$ cat src/design/sem_host_pkg.sv
// package for the semaphore host controller: command register map, pin bundle, timing
// assumes one clock at 125 MHz and a dual-port memory's semaphore pins on one port
package sem_host_pkg;
	localparam int unsigned CLK_MHZ      = 125;
	localparam int unsigned ADDR_W       = 8;
	localparam int unsigned DATA_W       = 16;
	localparam int unsigned FLAG_W       = 3;
	localparam int unsigned FLAG_COUNT   = 8;
	// access strobe width on the device pins, in ns, rounded up to cycles
	localparam int unsigned STROBE_NS    = 40;
	localparam int unsigned STROBE_CYC   = (STROBE_NS * CLK_MHZ + 999) / 1000;
	// idle gap with select and output enable inactive between accesses
	localparam int unsigned GAP_NS       = 16;
	localparam int unsigned GAP_CYC      = (GAP_NS * CLK_MHZ + 999) / 1000;
	localparam int unsigned CNT_W        = 8;

	// command register offsets
	localparam logic [ADDR_W-1:0] CMD_OFF    = 8'h00;
	localparam logic [ADDR_W-1:0] STATUS_OFF = 8'h04;
	localparam logic [ADDR_W-1:0] OWNED_OFF  = 8'h08;
	// command word fields
	localparam int unsigned CMD_IDX_LSB  = 0;
	localparam int unsigned CMD_OP_LSB   = 4;
	localparam int unsigned CMD_OP_W     = 2;
	// status word fields
	localparam int unsigned ST_BUSY_BIT  = 0;
	localparam int unsigned ST_GOT_BIT   = 1;
	localparam int unsigned ST_INIT_BIT  = 2;
	localparam int unsigned ST_VAL_LSB   = 16;

	typedef enum logic [1:0] {
		OP_ACQUIRE = 2'b00,
		OP_RELEASE = 2'b01,
		OP_READ    = 2'b10,
		OP_INIT    = 2'b11
	} op_t;

	// one port's semaphore pins as seen from the controller
	typedef struct packed {
		logic              semaphore_select_n;
		logic              chip_enable_n;
		logic              write_n;
		logic              output_enable_n;
		logic [FLAG_W-1:0] flag_index;
		logic [DATA_W-1:0] data_out;
		logic              data_oe;
	} sem_pins_t;
endpackage

$ cat src/design/sem_host.sv
// host controller driving one port's semaphore flags of a dual-port memory
// assumes data lines are synchronous to ref_clk_i and the device answers within the strobe time
`timescale 1ns/1ns
module sem_host (
	input  wire logic                                ref_clk_i,
	input  wire logic                                sys_rst_i,
	input  wire logic                                clk_en_i,
	input  wire logic [sem_host_pkg::ADDR_W-1:0]     reg_addr_i,
	input  wire logic [31:0]                         reg_wdata_i,
	input  wire logic                                reg_wr_i,
	input  wire logic                                reg_rd_i,
	output logic      [31:0]                         reg_rdata_o,
	output logic                                     semaphore_select_n_o,
	output logic                                     chip_enable_n_o,
	output logic                                     write_n_o,
	output logic                                     output_enable_n_o,
	output logic      [sem_host_pkg::FLAG_W-1:0]     flag_index_o,
	output logic      [sem_host_pkg::DATA_W-1:0]     port_data_lines_o,
	output logic                                     port_data_lines_oe_o,
	input  wire logic [sem_host_pkg::DATA_W-1:0]     port_data_lines_i
);
	typedef enum logic [2:0] {
		ST_IDLE  = 3'b000,
		ST_WRITE = 3'b001,
		ST_GAP   = 3'b010,
		ST_READ  = 3'b011,
		ST_DONE  = 3'b100
	} state_t;

	state_t                                state_reg, state_next;
	sem_host_pkg::sem_pins_t               pins_reg, pins_next;
	sem_host_pkg::op_t                     op_reg, op_next;
	logic [sem_host_pkg::CNT_W-1:0]        cnt_reg, cnt_next;
	logic                                  busy_reg, busy_next;
	logic                                  got_reg, got_next;
	logic                                  init_reg, init_next;
	logic [sem_host_pkg::DATA_W-1:0]       val_reg, val_next;
	logic [sem_host_pkg::FLAG_COUNT-1:0]   owned_reg, owned_next;
	logic [31:0]                           rdata_reg, rdata_next;
	logic                                  write_phase;

	// a flag reads as all ones or all zeros; anything else is a glitched read, taken as not owned
	function automatic logic flag_is_ours(input logic [sem_host_pkg::DATA_W-1:0] v);
		return v == '0;
	endfunction

	// pin drive for a given phase; chip enable never low so memory is never touched
	function automatic sem_host_pkg::sem_pins_t drive(input logic active, input logic wr,
			input logic [sem_host_pkg::FLAG_W-1:0] idx, input logic bit0);
		sem_host_pkg::sem_pins_t p;
		p.semaphore_select_n = ~active;
		p.chip_enable_n      = 1'b1;
		p.write_n            = ~(active & wr);
		p.output_enable_n    = ~(active & ~wr);
		p.flag_index         = idx;
		p.data_out           = {{(sem_host_pkg::DATA_W-1){bit0}}, bit0};
		p.data_oe            = active & wr;
		return p;
	endfunction

	// only acquire, release and init begin with a write; read-only goes straight to a read
	assign write_phase = (op_reg != sem_host_pkg::OP_READ);

	// sequencer: acquire writes then reads back, release and init only write, read only reads; both strobes dropped between accesses
	always_comb begin
		state_next = state_reg;
		pins_next  = pins_reg;
		op_next    = op_reg;
		cnt_next   = cnt_reg;
		busy_next  = busy_reg;
		got_next   = got_reg;
		init_next  = init_reg;
		val_next   = val_reg;
		owned_next = owned_reg;
		unique case (state_reg)
			ST_IDLE: begin
				if (reg_wr_i && reg_addr_i == sem_host_pkg::CMD_OFF) begin
					op_next   = sem_host_pkg::op_t'(reg_wdata_i[sem_host_pkg::CMD_OP_LSB +: sem_host_pkg::CMD_OP_W]);
					pins_next.flag_index = reg_wdata_i[sem_host_pkg::CMD_IDX_LSB +: sem_host_pkg::FLAG_W];
					busy_next = 1'b1;
					got_next  = 1'b0;
					cnt_next  = '0;
					state_next = (sem_host_pkg::op_t'(reg_wdata_i[sem_host_pkg::CMD_OP_LSB +: sem_host_pkg::CMD_OP_W])
						== sem_host_pkg::OP_INIT) ? ST_WRITE : ST_GAP;
					if (sem_host_pkg::op_t'(reg_wdata_i[sem_host_pkg::CMD_OP_LSB +: sem_host_pkg::CMD_OP_W])
						== sem_host_pkg::OP_INIT)
						pins_next.flag_index = '0;
				end
			end
			ST_GAP: begin
				pins_next = drive(1'b0, 1'b0, pins_reg.flag_index, 1'b1);
				cnt_next  = cnt_reg + 1'b1;
				if (cnt_reg >= sem_host_pkg::CNT_W'(sem_host_pkg::GAP_CYC - 1)) begin
					cnt_next   = '0;
					if (write_phase && !got_reg) begin
						state_next = ST_WRITE;
						got_next   = 1'b1; // marks the write as issued
					end else
						state_next = ST_READ;
				end
			end
			ST_WRITE: begin
				// acquire writes zero; release and init write one
				pins_next = drive(1'b1, 1'b1, pins_reg.flag_index, op_reg != sem_host_pkg::OP_ACQUIRE);
				cnt_next  = cnt_reg + 1'b1;
				// first counted cycle still shows idle pins, so count the full width
				if (cnt_reg >= sem_host_pkg::CNT_W'(sem_host_pkg::STROBE_CYC)) begin
					cnt_next   = '0;
					pins_next  = drive(1'b0, 1'b1, pins_reg.flag_index, 1'b1);
					if (op_reg == sem_host_pkg::OP_INIT) begin
						owned_next[pins_reg.flag_index] = 1'b0;
						if (pins_reg.flag_index == sem_host_pkg::FLAG_W'(sem_host_pkg::FLAG_COUNT - 1)) begin
							init_next  = 1'b1;
							state_next = ST_DONE;
						end else
							pins_next.flag_index = pins_reg.flag_index + 1'b1;
					end else if (op_reg == sem_host_pkg::OP_RELEASE) begin
						owned_next[pins_reg.flag_index] = 1'b0;
						state_next = ST_DONE;
					end else
						state_next = ST_GAP; // read back after the write
				end
			end
			ST_READ: begin
				// value is latched on the device while select and enable stay low
				pins_next = drive(1'b1, 1'b0, pins_reg.flag_index, 1'b1);
				cnt_next  = cnt_reg + 1'b1;
				if (cnt_reg >= sem_host_pkg::CNT_W'(sem_host_pkg::STROBE_CYC)) begin
					cnt_next  = '0;
					val_next  = port_data_lines_i;
					got_next  = flag_is_ours(port_data_lines_i);
					if (op_reg == sem_host_pkg::OP_ACQUIRE)
						owned_next[pins_reg.flag_index] = flag_is_ours(port_data_lines_i);
					pins_next  = drive(1'b0, 1'b0, pins_reg.flag_index, 1'b1);
					state_next = ST_DONE;
				end
			end
			ST_DONE: begin
				busy_next  = 1'b0;
				if (op_reg != sem_host_pkg::OP_ACQUIRE && op_reg != sem_host_pkg::OP_READ)
					got_next = 1'b0;
				state_next = ST_IDLE;
			end
			default: state_next = ST_IDLE;
		endcase
	end

	// register read mux, data valid the cycle after the strobe
	always_comb begin
		rdata_next = '0;
		if (reg_rd_i) begin
			unique case (reg_addr_i)
				sem_host_pkg::STATUS_OFF: begin
					rdata_next[sem_host_pkg::ST_BUSY_BIT] = busy_reg;
					rdata_next[sem_host_pkg::ST_GOT_BIT]  = got_reg;
					rdata_next[sem_host_pkg::ST_INIT_BIT] = init_reg;
					rdata_next[sem_host_pkg::ST_VAL_LSB +: sem_host_pkg::DATA_W] = val_reg;
				end
				sem_host_pkg::OWNED_OFF: rdata_next[sem_host_pkg::FLAG_COUNT-1:0] = owned_reg;
				default: rdata_next = '0;
			endcase
		end
	end

	// state registers; clock enable low freezes everything
	always_ff @(posedge ref_clk_i) begin
		if (sys_rst_i) begin
			state_reg <= ST_IDLE;
			pins_reg  <= '{semaphore_select_n: 1'b1, chip_enable_n: 1'b1, write_n: 1'b1,
				output_enable_n: 1'b1, flag_index: '0, data_out: '0, data_oe: 1'b0};
			op_reg    <= sem_host_pkg::OP_READ;
			cnt_reg   <= '0;
			busy_reg  <= 1'b0;
			got_reg   <= 1'b0;
			init_reg  <= 1'b0;
			val_reg   <= '0;
			owned_reg <= '0;
			rdata_reg <= '0;
		end else if (clk_en_i) begin
			state_reg <= state_next;
			pins_reg  <= pins_next;
			op_reg    <= op_next;
			cnt_reg   <= cnt_next;
			busy_reg  <= busy_next;
			got_reg   <= got_next;
			init_reg  <= init_next;
			val_reg   <= val_next;
			owned_reg <= owned_next;
			rdata_reg <= rdata_next;
		end
	end

	assign reg_rdata_o          = rdata_reg;
	assign semaphore_select_n_o = pins_reg.semaphore_select_n;
	assign chip_enable_n_o      = pins_reg.chip_enable_n;
	assign write_n_o            = pins_reg.write_n;
	assign output_enable_n_o    = pins_reg.output_enable_n;
	assign flag_index_o         = pins_reg.flag_index;
	assign port_data_lines_o    = pins_reg.data_out;
	assign port_data_lines_oe_o = pins_reg.data_oe;
endmodule

$ cat config.mk
export PLATFORM = sky130hd
export DESIGN_NAME = sem_host
export DESIGN_NICKNAME = d
export VERILOG_FILES = /design/src/design/sem_host_pkg.sv /design/src/design/sem_host.sv
export SDC_FILE = /design/constraint.sdc
export NUM_CORES = 1
export LEC_CHECK = 0
export BUFFER_PORTS_ARGS = -buffer_cell sky130_fd_sc_hd__buf_2
export CAP_MARGIN = 10
export CELL_PAD_IN_SITES_DETAIL_PLACEMENT = 1
export CELL_PAD_IN_SITES_GLOBAL_PLACEMENT = 1
export CORE_MARGIN = 5
export CORE_UTILIZATION = 37
export DETAILED_ROUTE_END_ITERATION = 8
export GPL_TIMING_DRIVEN = 1
export PLACE_DENSITY = 0.78
export SLEW_MARGIN = 30
export SYNTH_ARGS = -nofsm -noshare
export SYNTH_HDL_FRONTEND = slang
export SYNTH_SLANG_ARGS = --single-unit
export TNS_END_PERCENT = 1
$ cat constraint.sdc
create_clock -name ref_clk_i -period 2.65 [get_ports ref_clk_i]
set_clock_uncertainty 0.05 [all_clocks]
set_input_delay 0.53 -clock ref_clk_i [delete_from_list [all_inputs] [get_ports ref_clk_i]]
set_output_delay 0.53 -clock ref_clk_i [all_outputs]
set_load 0.005 [all_outputs]
==> flow_results.org <==
** Min path
- The path class of the tightest hold or removal check is input port to register.

** Finish
- In the final design database the tool counted 534 nets.
- Growth of design area from synthesis to finish :: 18.0%
- 0 antenna diodes ended up in the layout.
- After routing the design area is 4120 um^2.
- Of the cells placed in the final design, the portion with a size suffix greater than 1 is 25.4%.
- After the flow finishes, the layout carries non-filler instances totaling 602.
- The register with the most flip-flops in the layout has 24 of them.

** Synth
- Summed over all instances, the cell type with the most area after synthesis is sky130_fd_sc_hd__dfxtp_1.
- After synthesis the cells add up to approximately 3500 um^2.
- Yosys printed 0 warnings.
- In this run, distinct cell masters in the synthesized netlist total 55.
- The synthesized design contains 72 register bits.
- Ranked by total cell area, the synthesized netlist is headed by sky130_fd_sc_hd__dfxtp_1 41%, sky130_fd_sc_hd__mux2i_1 6.9%, sky130_fd_sc_hd__nor2_1 6.4%, sky130_fd_sc_hd__a21oi_1 5.9%, sky130_fd_sc_hd__buf_4 5.4%.
- Summing the sequential cell areas from Yosys gives between 40% and 50% of the chip area.
- By count the netlist is led by 72 x sky130_fd_sc_hd__dfxtp_1, 60 x sky130_fd_sc_hd__nor2_1, 41 x sky130_fd_sc_hd__a21oi_1.
- Mean instance size in the synthesized netlist :: between 8 and 9 um^2
- Share of Yosys cell area claimed by the top area cell type :: roughly two fifths
- Asr flop ratio synth :: 0%
- Number of enable flip-flop cells after synthesis :: 0
- sky130_fd_sc_hd__dfxtp_1 is the most common cell in the netlist.
- Counting every instance in the synthesized netlist gives just over 400.
- Among all flip-flop cells after synthesis, the most frequent one is sky130_fd_sc_hd__dfxtp_1.

** Power and ir drop
- Fraction of power consumed by the clock network :: 48.1%
- Fraction of power consumed by combinational cells :: about 3.8%
- Net Switching :: 502 uW
- Summed over all cells, the static leakage comes to 1.82 nW.
- VDD sags by at most ~300 uV.
- Sequential share of power :: between 40% and 50%
- PD cells :: 544 nW/um^2
- The internal power of the cells totals 1.74 mW.
- Net switching is 22.4% of the power.

** Die
- The die is roughly 110 um tall.
- In this run the core area contains 35 standard-cell rows.
- The total area inside the core boundary comes to 9240 um^2.
- The die covers 11500 um^2.
- The floorplan step set the die width to 107 um.
- The initial utilization of the core area, before any placement, comes to approximately 38%.
- Number of top-level pins :: 117

** Routing
- Summed over all nets, wire length on met2 after detailed routing comes to approximately 4800 um.
- In the detailed route, the total length drawn on met3 is 475 um.
- Final routed wirelength across all metal layers :: 9790 um
- Max layer used :: met4
- In the final routed layout, each cell accounts on average for between 15 and 20 um.
- The detail route stage leaves a number of antenna-violating nets equal to 0.
- After detailed routing, the number of remaining DRC violations is 0.
- Iteration count of the initial detailed-routing pass :: 4
- DR vias/cell :: 5.18
- Met1 wire length :: about 4400 um
- Number of violations reported at the end of detailed-routing iteration 0 :: 117
- The routed layout has 3120 vias.

** Clock tree
- Total of hold buffers inserted after clock tree synthesis :: 0
- In this run the number of H-tree levels came out at 3.
- The root buffer cell chosen for the clock tree is sky130_fd_sc_hd__clkbuf_8.
- CTS clk-pin slew, worst paths :: 90 ps
- Clock tree synthesis found a total of between 70 and 80 sinks.
- CTS buffer count :: 9
- The clock reaches the later pin of the worst-skew pair after 360 ps.
- Deepest clock path buffer count :: 2
- TritonCTS built the clock tree.
- Once the clock tree was built, the resizer swapped 0 gates to a different size.
- Once the clock tree was built, the setup fixing pass inserted 0 buffers.

** Timing
- Top achievable clock speed :: 457 MHz
- Setup violations remaining at the end of the flow were counted as 0.
- Setup repair after global routing left no endpoint under its margin.
- Slew HR :: 58.1%
- Final Max Tran Viols :: 0
- After layout, the minimum clock period comes to 2190 ps.
- Hold WS :: 374 ps
- At the pin with the least slew margin, the transition time is 628 ps.
- In the final timing run, aggregate negative setup slack is 0 ps.
- Crit share post-route :: 82.5%
- The hold violation count in the final report was 0.

** Placement
- Placed inst area :: 3880 um^2
- The number of placed instances, taps included, is 586.
- Final weighted congestion in routability-driven placement :: 0.796
- Number of buffers inserted by port buffering :: 80
- DP HPWL :: around 7000 um

** Global routing
- Entering global routing, the biggest net connects 52 pins.
- Antenna violations before repair :: 0
- The first global-routing pass estimated 15600 um of wire.
- The via count of the first global-routing pass was 3109.
- The total overflow left after global routing is 0.
- Global-route usage over all layers :: between 10% and 20%

** Setup path
- The worst setup path is launched from a register.
- Critical path start-end classification :: register to register
- Worst endpoint required time :: 2890 ps
- Critical Path End Type :: register
- Worst EP arrival :: 2430 ps
- Largest driver fanout on the critical path :: 5

** Status
- The flow ran to the end, and the final reports show no timing, DRC or antenna violations.

** Flow run
- Number of max-capacitance violations reported :: 0
==> cell type report <==
cell class | instances | area [um^2]
inverters | 7 | 26.3
clock buffers | 10 | 128
multi-input cells | 288 | 1780
clock inverters | 6 | 116
repair buffers | 90 | 475
fillers | 1133 | 5120
well taps | 129 | 161
flip-flops and latches | 72 | 1440
==> metal layers <==
metal / vias to the layer above / GRT usage [%]
li1: 1504 / -
met1: 1526 / 21.6
met2: 76 / 28.6
met3: 14 / 3.13
met4: 0 / 7.12
met5: - / 0
==> worst paths after layout <==
kind	startpoint	to	cells past startpoint	slack, ps
worst max-delay path	cnt_reg[0]	got_reg	7	460
worst min register to register	port_data_lines_oe_o	port_data_lines_oe_o	2	410
worst max register to register	cnt_reg[0]	got_reg	7	460
worst min-delay path	port_data_lines_i[4]	val_reg[4]	3	370
==> worst max-delay path, cell delays in order (launching register included) <==
cell and delay (ps):
sky130_fd_sc_hd__dfxtp_1 400, sky130_fd_sc_hd__inv_1 120, sky130_fd_sc_hd__ha_1 220, sky130_fd_sc_hd__nor2b_1 160, sky130_fd_sc_hd__maj3_1 370, sky130_fd_sc_hd__a31o_2 290, sky130_fd_sc_hd__or3_1 370, sky130_fd_sc_hd__a21oi_1 140
==> layout by cell type, fill, tap and decap left out, drive strengths merged, types with 5 or more instances in the layout <==
master and n:
clkbuf 10, a31oi 7, mux2i 24, conb 9
a21oi 42, nor2b 29, nor2 60, nand2 23
nor3 6, buf 90, ha 5, nand3 13
o21ai 9, dfxtp 72, inv 8, nor4 6
nor3b 7
==> metrics by stage <==
stage / utilization (%) / power [mW] / setup WS (ps)
after floorplan: - / 1.15 / 631
after CTS: 44.6 / 2.27 / 456
after detailed placement: 42.0 / 1.19 / 197
final: 44.6 / 2.24 / 463
after global routing: 44.6 / 2.32 / 373
after global placement: 42.0 / 1.19 / 277
==> power groups by stage <==
stage / Sequential [mW] / Clock [mW] / Combinational (mW)
global route: 1.08 / 1.15 / 0.0927
global placement: 1.11 / 0 / 0.0823
detailed placement: 1.11 / 0 / 0.0838
floorplan: 1.11 / 0 / 0.0473
CTS: 1.08 / 1.10 / 0.0842
finish: 1.08 / 1.08 / 0.0844
==> logic make-up (layout without fill, tap and decap cells) <==
logic type                 count (synthesis)  in the layout  share of synthesized area, %
muxes                                     24             24                          6.87
adders and majority gates                  6              6                          2.08
buffers and inverters                     51            113                          8.73
xor gates and xnor gates                   3              3                         0.752
DFF                                       72             72                          41.2
other                                      2              9                         0.215
and+or+nand+nor                          163            163                          24.9
AOI/OAI and AO/OA                         83             83                          15.2
No activity file was read; power rests on OpenSTA's default activity.
